File: config.mk
export PLATFORM = sky130hd
export DESIGN_NAME = light_cfg_bank
export DESIGN_NICKNAME = d
export VERILOG_FILES = /design/src/hw/light_cfg_pkg.sv /design/src/hw/light_cfg_bank.sv
export VERILOG_INCLUDE_DIRS = /design/src /design/src/hw
export SDC_FILE = /design/constraint.sdc
export NUM_CORES = 1
export LEC_CHECK = 0
export ABC_AREA = 1
export ABC_CLOCK_PERIOD_IN_PS = 4150
export BUFFER_PORTS_ARGS = -buffer_cell sky130_fd_sc_hd__buf_2
export CORE_ASPECT_RATIO = 1.2
export CORE_MARGIN = 2
export CORE_UTILIZATION = 25
export DETAILED_ROUTE_END_ITERATION = 6
export GPL_TIMING_DRIVEN = 0
export PLACE_DENSITY = 0.52
export SETUP_SLACK_MARGIN = 0.02
export SYNTH_ARGS = -nofsm -noshare
export SYNTH_HDL_FRONTEND = slang
export SYNTH_SLANG_ARGS = --single-unit
File: constraint.sdc
create_clock -name core_clk_i -period 4.15 [get_ports core_clk_i]
set_clock_uncertainty 0.15 [all_clocks]
set_input_delay 0.415 -clock core_clk_i [delete_from_list [all_inputs] [get_ports core_clk_i]]
set_output_delay 0.415 -clock core_clk_i [all_outputs]
set_load 0.05 [all_outputs]
File: src/hw/light_cfg_consts.svh
`ifndef LIGHT_CFG_CONSTS_SVH
`define LIGHT_CFG_CONSTS_SVH

// Register offsets.
`define REG_PIN_ROUTING    8'hA4
`define REG_SEQ_FORMAT     8'hA5
`define REG_IRQ_STATUS     8'hB0
`define REG_IRQ_MASK       8'hB1

// Writable bits of each register and their common reset value.
`define PIN_ROUTING_WMASK  8'h33
`define SEQ_FORMAT_WMASK   8'h7B
`define IRQ_EVT_WMASK      8'h0F
`define CFG_RESET          8'h00

// Field positions.
`define IRQ_SEL_LSB        4
`define SYNC_SEL_LSB       0
`define CAL_STEP_BIT       6
`define AGC_TARGET_BIT     5
`define SINT_STEP_BIT      4
`define KEEP_TRIM_BIT      3
`define FIFO_FMT_LSB       0

// Pin routing selections.
`define SEL_DEFAULT        2'h0
`define SEL_HYST           2'h1

// Light word formats.
`define FMT_16             2'h0
`define FMT_24             2'h1
`define FMT_32             2'h3

// Saturation codes.
`define SAT16_ANALOG       32'h0000FFFF
`define SAT16_DIGITAL      32'h0000FFFE
`define SAT24_ANALOG       32'h00FFFFFF
`define SAT24_DIGITAL      32'h000FFFFE
`define SAT32_ANALOG       32'hFFFFFFFF

// Word sizes in bytes.
`define BYTES_16           3'h2
`define BYTES_24           3'h3
`define BYTES_32           3'h4

// Sequencer step iterations between two calibrations.
`define CAL_NTH            4'h4

// Interrupt status bit positions.
`define EVT_SEQ            0
`define EVT_CAL            1
`define EVT_TRIM           2
`define EVT_SAT            3

`endif

File: src/hw/light_cfg_pkg.sv
package light_cfg_pkg;

   typedef struct packed {
      logic [1:0] rsv_hi;
      logic [1:0] irq_pin_select;
      logic [1:0] rsv_mid;
      logic [1:0] sync_pin_select;
   } pin_routing_t;

   typedef struct packed {
      logic       rsv7;
      logic       cal_per_step;
      logic       agc_quarter_target;
      logic       sint_per_step;
      logic       keep_oscillator_trim;
      logic       rsv2;
      logic [1:0] light_fifo_word_format;
   } seq_format_t;

   typedef struct packed {
      logic        valid;
      logic [31:0] value;
      logic        analog_sat;
      logic        digital_sat;
   } light_sample_t;

   typedef struct packed {
      logic        valid;
      logic [2:0]  bytes;
      logic [31:0] data;
   } fifo_word_t;

endpackage : light_cfg_pkg

File: src/hw/light_cfg_bank.sv
// Functional notes
// Interrupt pin: code 00 gives combined interrupt, 01 gives hysteresis state.
// Sync pin: code 00 gives general-purpose output, 01 gives hysteresis state.
// Host never writes codes 10 or 11 to either pin select field.
// Per-step enable runs calibration every nth step iteration, not per round.
// Host keeps per-step calibration cleared while automatic gain control runs.
// Gain target is half of maximum with bit 0, quarter with bit 1.
// Sequencer interrupt per step when bit set, else once per full round.
// Power-on rising edge clears oscillator trim unless keep bit is set.
// Keep bit holds oscillator trim unchanged across power-on.
// Format 00 writes 16-bit words; analog FFFF, digital FFFE.
// Format 01 writes 24-bit words; analog FFFFFF, digital FFFFE.
// Format 11 writes 32-bit words, analog all ones; 10 is reserved.
// Direct mode puts light interrupt state on pins selecting hysteresis.
// Writable fields reset to zero; reserved bits read as zero.
//
// The address-and-strobe port is this design's own decision.
`timescale 1ns/1ps
`include "light_cfg_consts.svh"

module light_cfg_bank (
   input  wire logic                        core_clk_i,
   input  wire logic                        sys_rst_i,
   input  wire logic [7:0]                  reg_addr_i,
   input  wire logic [7:0]                  reg_wdata_i,
   input  wire logic                        reg_wr_i,
   input  wire logic                        reg_rd_i,
   output      logic [7:0]                  reg_rdata_o,
   input  wire logic                        combined_irq_i,
   input  wire logic                        light_threshold_hysteresis_state_i,
   input  wire logic                        sync_gpio_out_i,
   input  wire logic                        light_irq_direct_mode_i,
   input  wire logic                        light_irq_state_i,
   output      logic                        irq_pin_o,
   output      logic                        sync_pin_o,
   input  wire logic                        seq_step_done_i,
   input  wire logic                        seq_round_done_i,
   output      logic                        mod_calibrate_o,
   output      logic                        sequencer_system_irq_o,
   input  wire logic [31:0]                 meas_max_i,
   output      logic [31:0]                 agc_target_o,
   input  wire logic                        power_on_bit_i,
   input  wire logic                        trim_load_i,
   input  wire logic [7:0]                  trim_value_i,
   output      logic [7:0]                  oscillator_trim_value_o,
   input  wire light_cfg_pkg::light_sample_t sample_i,
   output      light_cfg_pkg::fifo_word_t    fifo_word_o,
   output      logic                        irq_o
);
   import light_cfg_pkg::*;

   pin_routing_t pin_cfg_r;
   seq_format_t  seq_cfg_r;
   logic [7:0]   irq_status_r;
   logic [7:0]   irq_status_nxt;
   logic [7:0]   irq_mask_r;
   logic [7:0]   evt;
   logic [3:0]   iter_cnt_r;
   logic         pon_r;
   logic         pon_rise;
   logic [7:0]   rdata_nxt;
   logic         cal_evt;
   logic         sint_evt;
   logic         trim_clr;
   logic         sat_evt;
   logic         pin_hyst_level;

   // Register writes.
   // reset to zero
   always_ff @(posedge core_clk_i)
   begin
      if (sys_rst_i)
      begin
         pin_cfg_r  <= pin_routing_t'(`CFG_RESET);
         seq_cfg_r  <= seq_format_t'(`CFG_RESET);
         irq_mask_r <= `CFG_RESET;
      end
      else if (reg_wr_i)
      begin
         case (reg_addr_i)
            `REG_PIN_ROUTING:
               pin_cfg_r <= pin_routing_t'(reg_wdata_i & `PIN_ROUTING_WMASK);
            `REG_SEQ_FORMAT:
               seq_cfg_r <= seq_format_t'(reg_wdata_i & `SEQ_FORMAT_WMASK);
            `REG_IRQ_MASK:
               irq_mask_r <= reg_wdata_i & `IRQ_EVT_WMASK;
            default:
               irq_mask_r <= irq_mask_r;
         endcase
      end
   end

   // Reads answer in the next cycle only; unmapped addresses read zero.
   // reserved bits read zero
   always_comb
   begin
      rdata_nxt = 8'h00;
      if (reg_rd_i)
      begin
         case (reg_addr_i)
            `REG_PIN_ROUTING: rdata_nxt = pin_cfg_r & `PIN_ROUTING_WMASK;
            `REG_SEQ_FORMAT:  rdata_nxt = seq_cfg_r & `SEQ_FORMAT_WMASK;
            `REG_IRQ_STATUS:  rdata_nxt = irq_status_r;
            `REG_IRQ_MASK:    rdata_nxt = irq_mask_r;
            default:          rdata_nxt = 8'h00;
         endcase
      end
   end

   always_ff @(posedge core_clk_i)
   begin
      if (sys_rst_i)
         reg_rdata_o <= 8'h00;
      else
         reg_rdata_o <= rdata_nxt;
   end

   // Pin routing. In direct mode the pin shows the live interrupt state of
   // the light channel instead of the filtered hysteresis level.
   // direct mode source
   assign pin_hyst_level = light_irq_direct_mode_i ? light_irq_state_i
                                                   : light_threshold_hysteresis_state_i;

   // interrupt pin mux
   always_ff @(posedge core_clk_i)
   begin
      if (sys_rst_i)
         irq_pin_o <= 1'b0;
      else if (pin_cfg_r.irq_pin_select == `SEL_HYST)
         irq_pin_o <= pin_hyst_level;
      else
         irq_pin_o <= combined_irq_i;
   end

   // Reserved codes fall back to the default source; the host must not use them.
   // sync pin mux
   always_ff @(posedge core_clk_i)
   begin
      if (sys_rst_i)
         sync_pin_o <= 1'b0;
      else if (pin_cfg_r.sync_pin_select == `SEL_HYST)
         sync_pin_o <= pin_hyst_level;
      else
         sync_pin_o <= sync_gpio_out_i;
   end

   // Calibration scheduling.
   // nth step calibration
   assign cal_evt = seq_cfg_r.cal_per_step
                  ? (seq_step_done_i && iter_cnt_r == `CAL_NTH - 4'h1)
                  : seq_round_done_i;

   always_ff @(posedge core_clk_i)
   begin
      if (sys_rst_i)
         iter_cnt_r <= 4'h0;
      else if (!seq_cfg_r.cal_per_step || cal_evt)
         iter_cnt_r <= 4'h0;
      else if (seq_step_done_i)
         iter_cnt_r <= iter_cnt_r + 4'h1;
   end

   always_ff @(posedge core_clk_i)
   begin
      if (sys_rst_i)
         mod_calibrate_o <= 1'b0;
      else
         mod_calibrate_o <= cal_evt;
   end

   // system interrupt cadence
   assign sint_evt = seq_cfg_r.sint_per_step ? seq_step_done_i : seq_round_done_i;

   always_ff @(posedge core_clk_i)
   begin
      if (sys_rst_i)
         sequencer_system_irq_o <= 1'b0;
      else
         sequencer_system_irq_o <= sint_evt;
   end

   // gain target level
   always_ff @(posedge core_clk_i)
   begin
      if (sys_rst_i)
         agc_target_o <= 32'h00000000;
      else if (seq_cfg_r.agc_quarter_target)
         agc_target_o <= meas_max_i >> 2;
      else
         agc_target_o <= meas_max_i >> 1;
   end

   // The power-on clear beats a same-cycle load, so with the keep bit clear a stale trim never survives power-on.
   assign pon_rise = power_on_bit_i && !pon_r;
   // clear on power-on
   assign trim_clr = pon_rise && !seq_cfg_r.keep_oscillator_trim;

   always_ff @(posedge core_clk_i)
   begin
      if (sys_rst_i)
         pon_r <= 1'b0;
      else
         pon_r <= power_on_bit_i;
   end

   // keep trim value
   always_ff @(posedge core_clk_i)
   begin
      if (sys_rst_i)
         oscillator_trim_value_o <= 8'h00;
      else if (trim_clr)
         oscillator_trim_value_o <= 8'h00;
      else if (trim_load_i)
         oscillator_trim_value_o <= trim_value_i;
   end

   // Light word formatting. Values wider than the word keep their low bits.
   assign sat_evt = sample_i.valid && (sample_i.analog_sat || sample_i.digital_sat)
                 && seq_cfg_r.light_fifo_word_format != 2'h2;

   always_ff @(posedge core_clk_i)
   begin
      if (sys_rst_i)
         fifo_word_o <= '0;
      else
      begin
         fifo_word_o.valid <= 1'b0;
         if (sample_i.valid)
         begin
            case (seq_cfg_r.light_fifo_word_format)
               // 16-bit words
               `FMT_16:
               begin
                  fifo_word_o.valid <= 1'b1;
                  fifo_word_o.bytes <= `BYTES_16;
                  if (sample_i.analog_sat)
                     fifo_word_o.data <= `SAT16_ANALOG;
                  else if (sample_i.digital_sat)
                     fifo_word_o.data <= `SAT16_DIGITAL;
                  else
                     fifo_word_o.data <= {16'h0000, sample_i.value[15:0]};
               end
               // 24-bit words
               `FMT_24:
               begin
                  fifo_word_o.valid <= 1'b1;
                  fifo_word_o.bytes <= `BYTES_24;
                  if (sample_i.analog_sat)
                     fifo_word_o.data <= `SAT24_ANALOG;
                  else if (sample_i.digital_sat)
                     fifo_word_o.data <= `SAT24_DIGITAL;
                  else
                     fifo_word_o.data <= {8'h00, sample_i.value[23:0]};
               end
               // 32-bit words
               `FMT_32:
               begin
                  fifo_word_o.valid <= 1'b1;
                  fifo_word_o.bytes <= `BYTES_32;
                  if (sample_i.analog_sat)
                     fifo_word_o.data <= `SAT32_ANALOG;
                  else
                     fifo_word_o.data <= sample_i.value;
               end
               // The reserved code writes nothing rather than guess a width.
               default:
                  fifo_word_o.valid <= 1'b0;
            endcase
         end
      end
   end

   // Interrupt status: a set in the same cycle as a clearing read wins.
   always_comb
   begin
      evt = 8'h00;
      evt[`EVT_SEQ]  = sint_evt;
      evt[`EVT_CAL]  = cal_evt;
      evt[`EVT_TRIM] = trim_clr;
      evt[`EVT_SAT]  = sat_evt;
      irq_status_nxt = irq_status_r;
      if (reg_rd_i && reg_addr_i == `REG_IRQ_STATUS)
         irq_status_nxt = 8'h00;
      irq_status_nxt = irq_status_nxt | evt;
   end

   always_ff @(posedge core_clk_i)
   begin
      if (sys_rst_i)
         irq_status_r <= 8'h00;
      else
         irq_status_r <= irq_status_nxt;
   end

   always_ff @(posedge core_clk_i)
   begin
      if (sys_rst_i)
         irq_o <= 1'b0;
      else
         irq_o <= |(irq_status_nxt & irq_mask_r);
   end

   chk_irq_pin_route: assert property (
      @(posedge core_clk_i) disable iff (sys_rst_i)
      pin_cfg_r.irq_pin_select == `SEL_DEFAULT |=> irq_pin_o == $past(combined_irq_i))
      else $error("Interrupt pin does not follow the combined interrupt.");
   chk_sync_pin_route: assert property (
      @(posedge core_clk_i) disable iff (sys_rst_i)
      pin_cfg_r.sync_pin_select == `SEL_HYST && !light_irq_direct_mode_i
      |=> sync_pin_o == $past(light_threshold_hysteresis_state_i))
      else $error("Sync pin does not follow the hysteresis state.");
   chk_direct_pin_state: assert property (
      @(posedge core_clk_i) disable iff (sys_rst_i)
      pin_cfg_r.irq_pin_select == `SEL_HYST && light_irq_direct_mode_i
      |=> irq_pin_o == $past(light_irq_state_i))
      else $error("Direct mode does not show the light interrupt state.");
   chk_cal_per_round: assert property (
      @(posedge core_clk_i) disable iff (sys_rst_i)
      !seq_cfg_r.cal_per_step && seq_step_done_i && !seq_round_done_i
      |=> !mod_calibrate_o)
      else $error("Calibration started on a step while per-step is off.");
   chk_cal_nth_step: assert property (
      @(posedge core_clk_i) disable iff (sys_rst_i)
      mod_calibrate_o && seq_cfg_r.cal_per_step && $past(seq_cfg_r.cal_per_step)
      |-> $past(seq_step_done_i) && $past(iter_cnt_r) == `CAL_NTH - 4'h1)
      else $error("Per-step calibration not on the nth iteration.");
   chk_agc_target: assert property (
      @(posedge core_clk_i) disable iff (sys_rst_i)
      ##1 agc_target_o == ($past(seq_cfg_r.agc_quarter_target)
         ? $past(meas_max_i) >> 2 : $past(meas_max_i) >> 1))
      else $error("Gain target is not the selected fraction of maximum.");
   chk_sint_cadence: assert property (
      @(posedge core_clk_i) disable iff (sys_rst_i)
      sequencer_system_irq_o |-> ($past(seq_cfg_r.sint_per_step)
         ? $past(seq_step_done_i) : $past(seq_round_done_i)))
      else $error("Sequencer interrupt at the wrong cadence.");
   chk_trim_clear: assert property (
      @(posedge core_clk_i) disable iff (sys_rst_i)
      $rose(power_on_bit_i) && !seq_cfg_r.keep_oscillator_trim
      |=> oscillator_trim_value_o == 8'h00)
      else $error("Oscillator trim not cleared at power-on.");
   chk_trim_kept: assert property (
      @(posedge core_clk_i) disable iff (sys_rst_i)
      $rose(power_on_bit_i) && seq_cfg_r.keep_oscillator_trim && !trim_load_i
      |=> $stable(oscillator_trim_value_o))
      else $error("Oscillator trim changed although keep is set.");
   chk_fmt16_sat: assert property (
      @(posedge core_clk_i) disable iff (sys_rst_i)
      sample_i.valid && seq_cfg_r.light_fifo_word_format == `FMT_16
      |=> fifo_word_o.valid && fifo_word_o.bytes == `BYTES_16
         && (!$past(sample_i.analog_sat) || fifo_word_o.data == `SAT16_ANALOG)
         && ($past(sample_i.analog_sat) || !$past(sample_i.digital_sat)
            || fifo_word_o.data == `SAT16_DIGITAL))
      else $error("16-bit word or saturation code wrong.");
   chk_fmt24_sat: assert property (
      @(posedge core_clk_i) disable iff (sys_rst_i)
      sample_i.valid && sample_i.digital_sat && !sample_i.analog_sat
      && seq_cfg_r.light_fifo_word_format == `FMT_24
      |=> fifo_word_o.data == `SAT24_DIGITAL && fifo_word_o.bytes == `BYTES_24)
      else $error("24-bit digital saturation code wrong.");
   chk_fmt_reserved: assert property (
      @(posedge core_clk_i) disable iff (sys_rst_i)
      seq_cfg_r.light_fifo_word_format == 2'h2 |=> !fifo_word_o.valid)
      else $error("Reserved format wrote a light word.");
   chk_reserved_zero: assert property (
      @(posedge core_clk_i) disable iff (sys_rst_i)
      reg_rd_i && reg_addr_i == `REG_SEQ_FORMAT
      |=> (reg_rdata_o & ~`SEQ_FORMAT_WMASK) == 8'h00)
      else $error("Reserved bits read non-zero.");
endmodule : light_cfg_bank

==> results.txt, run 1 <==
----------------------------------------------------
[CTS]
  Number of levels the H-tree was split into ... 3
  Clock tree root driver cell ... clkbuf_16
  Number of resized instances in the post-cts repair step ... 0
  Post-CTS Setup Bufs ... 0
  Hold buffer count at cts ... 0
  Inserted Clock Buffers ... 9
  Num Clock Sinks ... 110
  TritonCTS clock tree ... yes
  Worst-Skew Late Latency ... 0.35 ns
  Buffer depth of the longest clock path ... 2
  Clock transition at the registers of the reported paths ... 0.08 ns

[STA]
  Share of the cycle needed by the critical path after routing ... 38.2%
  Maximum clock frequency ... 0.631 GHz
  Final Max Slew Viols ... 0
  Worst hold margin ... 0.131 ns
  Post-route setup slack ... 2.57 ns
  Unrepaired setup endpoints after global routing ... false
  Number of setup violations in the final report ... 0
  Setup TNS after final layout ... 0 ns
  Normalized max-slew margin ... 58.2%
  Fin crit period ... 1.58 ns
  Worst slew pin tran ... 0.628 ns
  Final hold violations ... 0

[Synth]
  Sequential cell area fraction in the yosys report ... 51.9%
  Number of synthesized register bits ... 110
  Number of warning messages in the yosys log ... 0
  Mapped cell area ... 4250 um^2
  Count of distinct cell types in the synthesized netlist ... 29
  Average cell area after synthesis ... 7.82 um^2
  Post-Synthesis Cells ... 543

[Routing]
  Detailed-route via count ... 4162
  First drt pass iteration count ... 4
  Per-cell via count in the routed design ... 4.32
  Routed length per placed instance ... 13.2 um
  Final wirelength ... 12700 um
  Number of remaining DRC errors ... 0
  DRC marker count from the first detailed-route iteration ... 149
  DRT antenna net count ... 0

[Setup path]
  Arrival time at the worst endpoint ... 1.67 ns
  Worst-path fanout max ... 10
  Critical Path Start Type ... register
  Ordered cell list for the critical path ... inv_2 > a21oi_2 > buf_6 > nand2_2 > clkinv_2 > buf_6 > a21oi_1
  Largest delay contributor family on the critical path ... buffers and inverters
  Peak per-stage delay on the critical path ... 0.47 ns
  WP data required ... 4.24 ns
  Number of buffers and inverters on the critical path ... 4
  Crit-path slowest cell ... dfxtp_1
  Most common cell on crit path ... buf_6
  Crit Path Class ... reg2reg
  Kind of end point of the critical path ... register

[Global route]
  Via count of the first global-routing pass ... 3971
  Global router's overall resource usage ... 14.1%
  Antenna violations before repair ... 2
  Largest net degree at the start of global routing ... 18
  Wire length of the first global-routing pass ... 19900 um
  Overall overflow remaining after global route ... 0

[Power and ir drop]
  Worst IR drop on VDD ... 0.184 mV
  Standby leakage power ... 2.74 nW
  Power Density ... 407 nW/um^2
  Total power draw ... 2.34 mW

[Finish]
  Share of layout cells above drive strength 1 ... 31.7%
  Layout net count ... 845
  Post-synthesis to final-layout area growth ... 35.7%
  Final standard cell utilization of the core ... 34.5%

[Placed design]
  Hpwl dp ... 9720 um
  IO buf count ... 185
  Setup WS pre-CTS ... 2.27 ns
  GPL Wtd Cong ... 0.764

[Die]
  Chip width ... 123 um
  Effective utilization at floorplan ... 25.4%
  Height of the die ... 147 um
  Row Count ... 52
  Area of the placeable core ... 16700 um^2
  I/O pins ... 193
  Area of the die ... 18000 um^2

[Job]
  Max-capacitance violation count ... 0

[Min path]
  Path type of the worst min-delay path ... in2reg

[Status]
  Run status ... finished, final reports clean

----------------------------------------------------
==> through the flow <==
stage,cell area [um^2],std cells
floorplan,4250,544
global placement,5450,945
detailed placement,5450,945
CTS,5760,961
global route,5760,962
finish,5760,963
==> cell families (layout without fill, tap and decap cells) <==
group | count (synthesis) | count (layout) | synth area share [%]
AND/OR/NAND/NOR | 208 | 208 | 21.1
AO/OA/AOI/OAI | 159 | 159 | 19.7
flip-flops | 110 | 110 | 51.9
buffers and inverters | 62 | 263 | 6.51
adder cells (fa/ha/maj) | 1 | 1 | 0.295
other | 1 | 4 | 0.0883
XOR/XNOR | 1 | 1 | 0.206
multiplexers | 1 | 1 | 0.236
==> area by class of cell <==
| class | count | area, um^2 |
|---|---|---|
| sequential | 110 | 2200 |
| clock buffer | 11 | 253 |
| multi-input combinational | 372 | 1770 |
| antenna | 2 | 5.00 |
| buffer | 28 | 148 |
| inverter | 34 | 129 |
| timing repair buffer | 185 | 926 |
| clock inverter | 5 | 57.6 |
| tap | 216 | 270 |
| fill | 1816 | 11000 |
==> per-layer routing <==
metal	global-route usage, %	share of wire [%]	vias up
met5	0	0	-
met3	3.53	7.6	21
met1	17.2	43	1816
met2	23.3	47	141
li1	-	-	2184
met4	6.26	2.5	0
==> synth_stat cells <==
master    instances  share of area (%)
o22ai_1           1               0.15
nand3b_4          1               0.47
nor2_1           84                7.4
o21ai_0          76                9.0
buf_2             4               0.47
nor2_4            5                1.3
buf_6             4                1.1
nand2_4           2               0.53
buf_1             2               0.18
nand2_1          84                7.4
nor2_2            2               0.29
dfxtp_1         110                 52
nor3_1            9                1.1
xor2_1            1               0.21
o211ai_1          2               0.35
a21oi_1          71                8.4
clkbuf_1         16                1.4
mux2i_1           1               0.24
inv_1            29                2.6
a21oi_2           6                1.2
conb_1            1              0.088
buf_4             2               0.35
clkinv_2          1               0.12
nand2_2           3               0.44
o21ai_2           1               0.21
ha_1              1               0.29
nand3_1          18                2.1
a41oi_1           2               0.41
inv_2             4               0.35
==> state kept, by name (all words and copies together), names as in the netlist, 4 cells and up <==
register and flops:
fifo_word_o 36, irq_status_r 4, irq_mask_r 4, pin_cfg_r 4, oscillator_trim_value_o 8, iter_cnt_r 4
seq_cfg_r 6, reg_rdata_o 7, agc_target_o 31
==> placed cells by master, fill, tap and decap left out <==
cell	count
clkbuf_16	9
o22ai_1	1
a41oi_1	2
clkbuf_1	16
clkinv_2	2
a21oi_2	6
nor2_4	5
o211ai_1	2
bufinv_16	1
inv_1	29
xor2_1	1
buf_1	2
nor2_2	2
nor2_1	84
nor3_1	9
clkinvlp_4	3
nand2_1	84
buf_2	189
dfxtp_1	110
nand3b_4	1
buf_4	2
clkbuf_8	2
mux2i_1	1
inv_2	4
diode_2	2
o21ai_0	76
ha_1	1
nand3_1	18
buf_6	4
nand2_4	2
a21oi_1	71
nand2_2	3
o21ai_2	1
conb_1	2
==> power breakdown <==
group	total, mW	internal, mW	switching, mW
logic	0.328	0.0913	0.236
clock network	0.911	0.501	0.410
registers	1.11	1.09	0.0126
==> tightest hold or removal path, stage by stage <==
cell and delay (ns):
buf_2 0.07, inv_1 0.04, nor2_1 0.07
==> path summary, 6_finish.rpt <==
kind	from	end	slack [ns]	cells past startpoint
hold reg to reg	oscillator_trim_value_o[5]$_SDFFE_PP0P_	oscillator_trim_value_o[5]$_SDFFE_PP0P_	0.31	2
hold / removal	power_on_bit_i	pon_r$_SDFF_PP0_	0.13	3
setup / recovery	seq_cfg_r[0]$_SDFFE_PP0P_	fifo_word_o[8]$_SDFFE_PP0P_	2.57	7
setup reg to reg	seq_cfg_r[0]$_SDFFE_PP0P_	fifo_word_o[8]$_SDFFE_PP0P_	2.57	7
(Power assumes the default switching activity.)
==> run 2, diff against run 1 <==
- ABC_CLOCK_PERIOD_IN_PS: 4150 -> 1400
- PLACE_DENSITY: 0.52 -> 0.54
- clock period: 4.15 -> 1.4 ns (I/O delays scaled with it)
==> results.txt, run 2 (synthesized netlist as in run 1, its figures left out) <==
----------------------------------------------------
[Setup path]
  Critical register-to-register path startpoint ... seq_cfg_r[0]$_SDFFE_PP0P_ (unchanged)
  WP data required ... 1.49 ns (was 4.24 ns)
  Critical Path Start Type ... register (unchanged)
  R2r worst-path depth ... 7 (unchanged)
  Ordered cell list for the critical path ... inv_4 > a21oi_4 > buf_6 > nand2_4 > clkinv_4 > buf_8 > a21oi_1 (was inv_2 > a21oi_2 > buf_6 > nand2_2 > clkinv_2 > buf_6 > a21oi_1)
  Crit Path Class ... reg2reg (unchanged)
  Minimum setup slack among reg-to-reg paths ... 0.08 ns (was 2.57 ns)
  Capturing point of the worst reg2reg path ... fifo_word_o[6]$_SDFFE_PP0P_ (was fifo_word_o[8]$_SDFFE_PP0P_)
  Kind of end point of the critical path ... register (unchanged)
  Worst-path fanout max ... 10 (unchanged)
  Crit-path slowest cell ... dfxtp_4 (was dfxtp_1)
  Peak per-stage delay on the critical path ... 0.39 ns (was 0.47 ns)
  Arrival time at the worst endpoint ... 1.42 ns (was 1.67 ns)

[Finish]
  Final standard cell utilization of the core ... 40.7% (was 34.5%)
  Share of layout cells above drive strength 1 ... 31.1% (was 31.7%)
  Most flops, register ... fifo_word_o (unchanged)
  Number of fill cells ... 1718 (was 1816)
  Non-filler instance count after layout ... 1060 (was 963)
  Post-layout instance area ... 6810 um^2 (was 5760 um^2)
  Top flop regs ... fifo_word_o (36), agc_target_o (31), oscillator_trim_value_o (8) (unchanged)
  Area of the multi-input gates ... 1830 um^2 (was 1770 um^2)
  Sequential cell area in the final layout ... 2210 um^2 (was 2200 um^2)
  Number of flip-flops in the largest register ... 36 (unchanged)
  Post-synthesis to final-layout area growth ... 60.4% (was 35.7%)
  Most frequent standard cell in the layout excluding fill and tap cells ... buf_2 (unchanged)
  Layout net count ... 943 (was 845)
  Most frequent cells in the layout ... 187 x buf_2, 106 x dfxtp_1, 87 x dlygate4sd3_1 (was 189 x buf_2, 110 x dfxtp_1, 84 x nor2_1, 84 x nand2_1, 76 x o21ai_0)

[STA]
  Final Max Slew Viols ... 0 (unchanged)
  Share of the cycle needed by the critical path after routing ... 94.5% (was 38.2%)
  Post-route setup slack ... 0.0767 ns (was 2.57 ns)
  Worst slew pin tran ... 0.556 ns (was 0.628 ns)
  Unrepaired setup endpoints after global routing ... true (was false)
  Worst hold margin ... -0.0443 ns (was 0.131 ns)
  Number of setup violations in the final report ... 0 (unchanged)
  Final hold violations ... 3 (was 0)
  Normalized max-slew margin ... 63.0% (was 58.2%)
  Maximum clock frequency ... 0.756 GHz (was 0.631 GHz)
  Setup TNS after final layout ... 0 ns (unchanged)
  Fin crit period ... 1.32 ns (was 1.58 ns)

[Routing]
  First drt pass iteration count ... 4 (unchanged)
  Number of remaining DRC errors ... 0 (unchanged)
  Per-cell via count in the routed design ... 4.32 (about the same)
  Routed length per placed instance ... 13.1 um (was 13.2 um)
  Final wirelength ... 13900 um (was 12700 um)
  DRT antenna net count ... 0 (unchanged)
  DRC marker count from the first detailed-route iteration ... 161 (was 149)
  Detailed-route via count ... 4577 (was 4162)

[CTS]
  Clock transition at the registers of the reported paths ... 0.08 ns (about the same)
  TritonCTS clock tree ... yes (unchanged)
  Worst-Skew Late Latency ... 0.36 ns (was 0.35 ns)
  Clock tree root driver cell ... clkbuf_16 (unchanged)
  Num Clock Sinks ... 110 (unchanged)
  Hold buffer count at cts ... 87 (was 0)
  Number of levels the H-tree was split into ... 3 (unchanged)
  Buffer depth of the longest clock path ... 2 (unchanged)
  Inserted Clock Buffers ... 9 (unchanged)

[Die]
  Chip width ... 123 um (unchanged)
  Effective utilization at floorplan ... 25.4% (unchanged)
  Height of the die ... 147 um (unchanged)
  Area of the die ... 18000 um^2 (unchanged)
  Area of the placeable core ... 16700 um^2 (unchanged)
  Row Count ... 52 (unchanged)
  I/O pins ... 193 (unchanged)

[Job]
  Max-capacitance violation count ... 0 (unchanged)

[Min path]
  Path type of the worst min-delay path ... in2reg (unchanged)
  Origin of the worst min-delay path ... seq_step_done_i (was power_on_bit_i)
  Worst-case hold path end point ... iter_cnt_r[1]$_SDFFE_PP0P_ (was pon_r$_SDFF_PP0_)
  Cell count of the worst hold path ... 3 (unchanged)

[Power and ir drop]
  Total power draw ... 7.16 mW (was 2.34 mW)
  Power Density ... 1050 nW/um^2 (was 407 nW/um^2)
  Standby leakage power ... 3.20 nW (was 2.74 nW)
  Worst IR drop on VDD ... 0.529 mV (was 0.184 mV)

[Placed design]
  Standard cell area after detailed placement ... 5450 um^2 (unchanged)
  IO buf count ... 185 (unchanged)
  Total instance count after detailed placement ... 945 (unchanged)
  GPL Wtd Cong ... 0.735 (was 0.764)
  Setup WS pre-CTS ... -0.222 ns (was 2.27 ns)
  Hpwl dp ... 9760 um (was 9720 um)

[Global route]
  Wire length of the first global-routing pass ... 20900 um (was 19900 um)
  Global router's overall resource usage ... 14.9% (was 14.1%)
  Overall overflow remaining after global route ... 0 (unchanged)
  Largest net degree at the start of global routing ... 19 (was 18)
  Antenna violations before repair ... 1 (was 2)
  Via count of the first global-routing pass ... 4221 (was 3971)

[Status]
  Failing checks ... negative hold slack
  Run status ... complete, but fails checks (was finished, final reports clean)

----------------------------------------------------
## run 2: metal layers
layer / track usage [%] / wire length, um / up-vias
met1: 18.5 / 6170 / 2037
met3: 3.14 / 905 / 12
li1: - / - / 2377
met4: 5.23 / 218 / 0
met5: 0 / 0 / -
met2: 25.1 / 6620 / 151
## run 2: how the worst max path moves through the flow
stage | slack, ns | startpoint | to | depth (start not counted)
after global placement | -0.21 | sys_rst_i | fifo_word_o[15]$_SDFFE_PP0P_ | 6
final | 0.08 | seq_cfg_r[0]$_SDFFE_PP0P_ | fifo_word_o[6]$_SDFFE_PP0P_ | 7
after CTS | 0.02 | iter_cnt_r[0]$_SDFFE_PP0P_ | irq_o$_SDFF_PP0_ | 9
after global routing | -0.02 | seq_cfg_r[1]$_SDFFE_PP0P_ | irq_o$_SDFF_PP0_ | 8
after floorplan | 0.07 | iter_cnt_r[0]$_SDFFE_PP0P_ | irq_o$_SDFF_PP0_ | 9
after detailed placement | -0.22 | sys_rst_i | fifo_word_o[13]$_SDFFE_PP0P_ | 6
## run 2: critical path, delay by kind of cell, from the launching register on
| family | cells | cell delay (ns) |
|---|---|---|
| AND/OR/NAND/NOR | 1 | 0.06 |
| AO/OA/AOI/OAI | 2 | 0.20 |
| flip-flops | 1 | 0.39 |
| buffers and inverters | 4 | 0.40 |
## run 2: layout make-up
| class | count | area share, % |
|---|---|---|
| sequential | 110 | 32.5 |
| timing repair buffer | 284 | 27.7 |
| multi-input combinational | 372 | 26.9 |
| tap | 216 | 3.97 |
| clock buffer | 11 | 3.56 |
| buffer | 27 | 2.33 |
| inverter | 34 | 2.04 |
| clock inverter | 5 | 0.956 |
| antenna | 1 | 0.0368 |
## run 2: power by group
group | switching (mW) | internal [mW] | total (mW)
sequential | 0.0397 | 3.24 | 3.28
combinational | 0.749 | 0.442 | 1.19
clock | 1.23 | 1.46 | 2.69
## run 2: timing repair
action,CTS,global route
buffers inserted,5,7
endpoints found under the hold margin,93,3
pin swaps,4,5
resized for setup,18,18
setup endpoints to repair,30,64
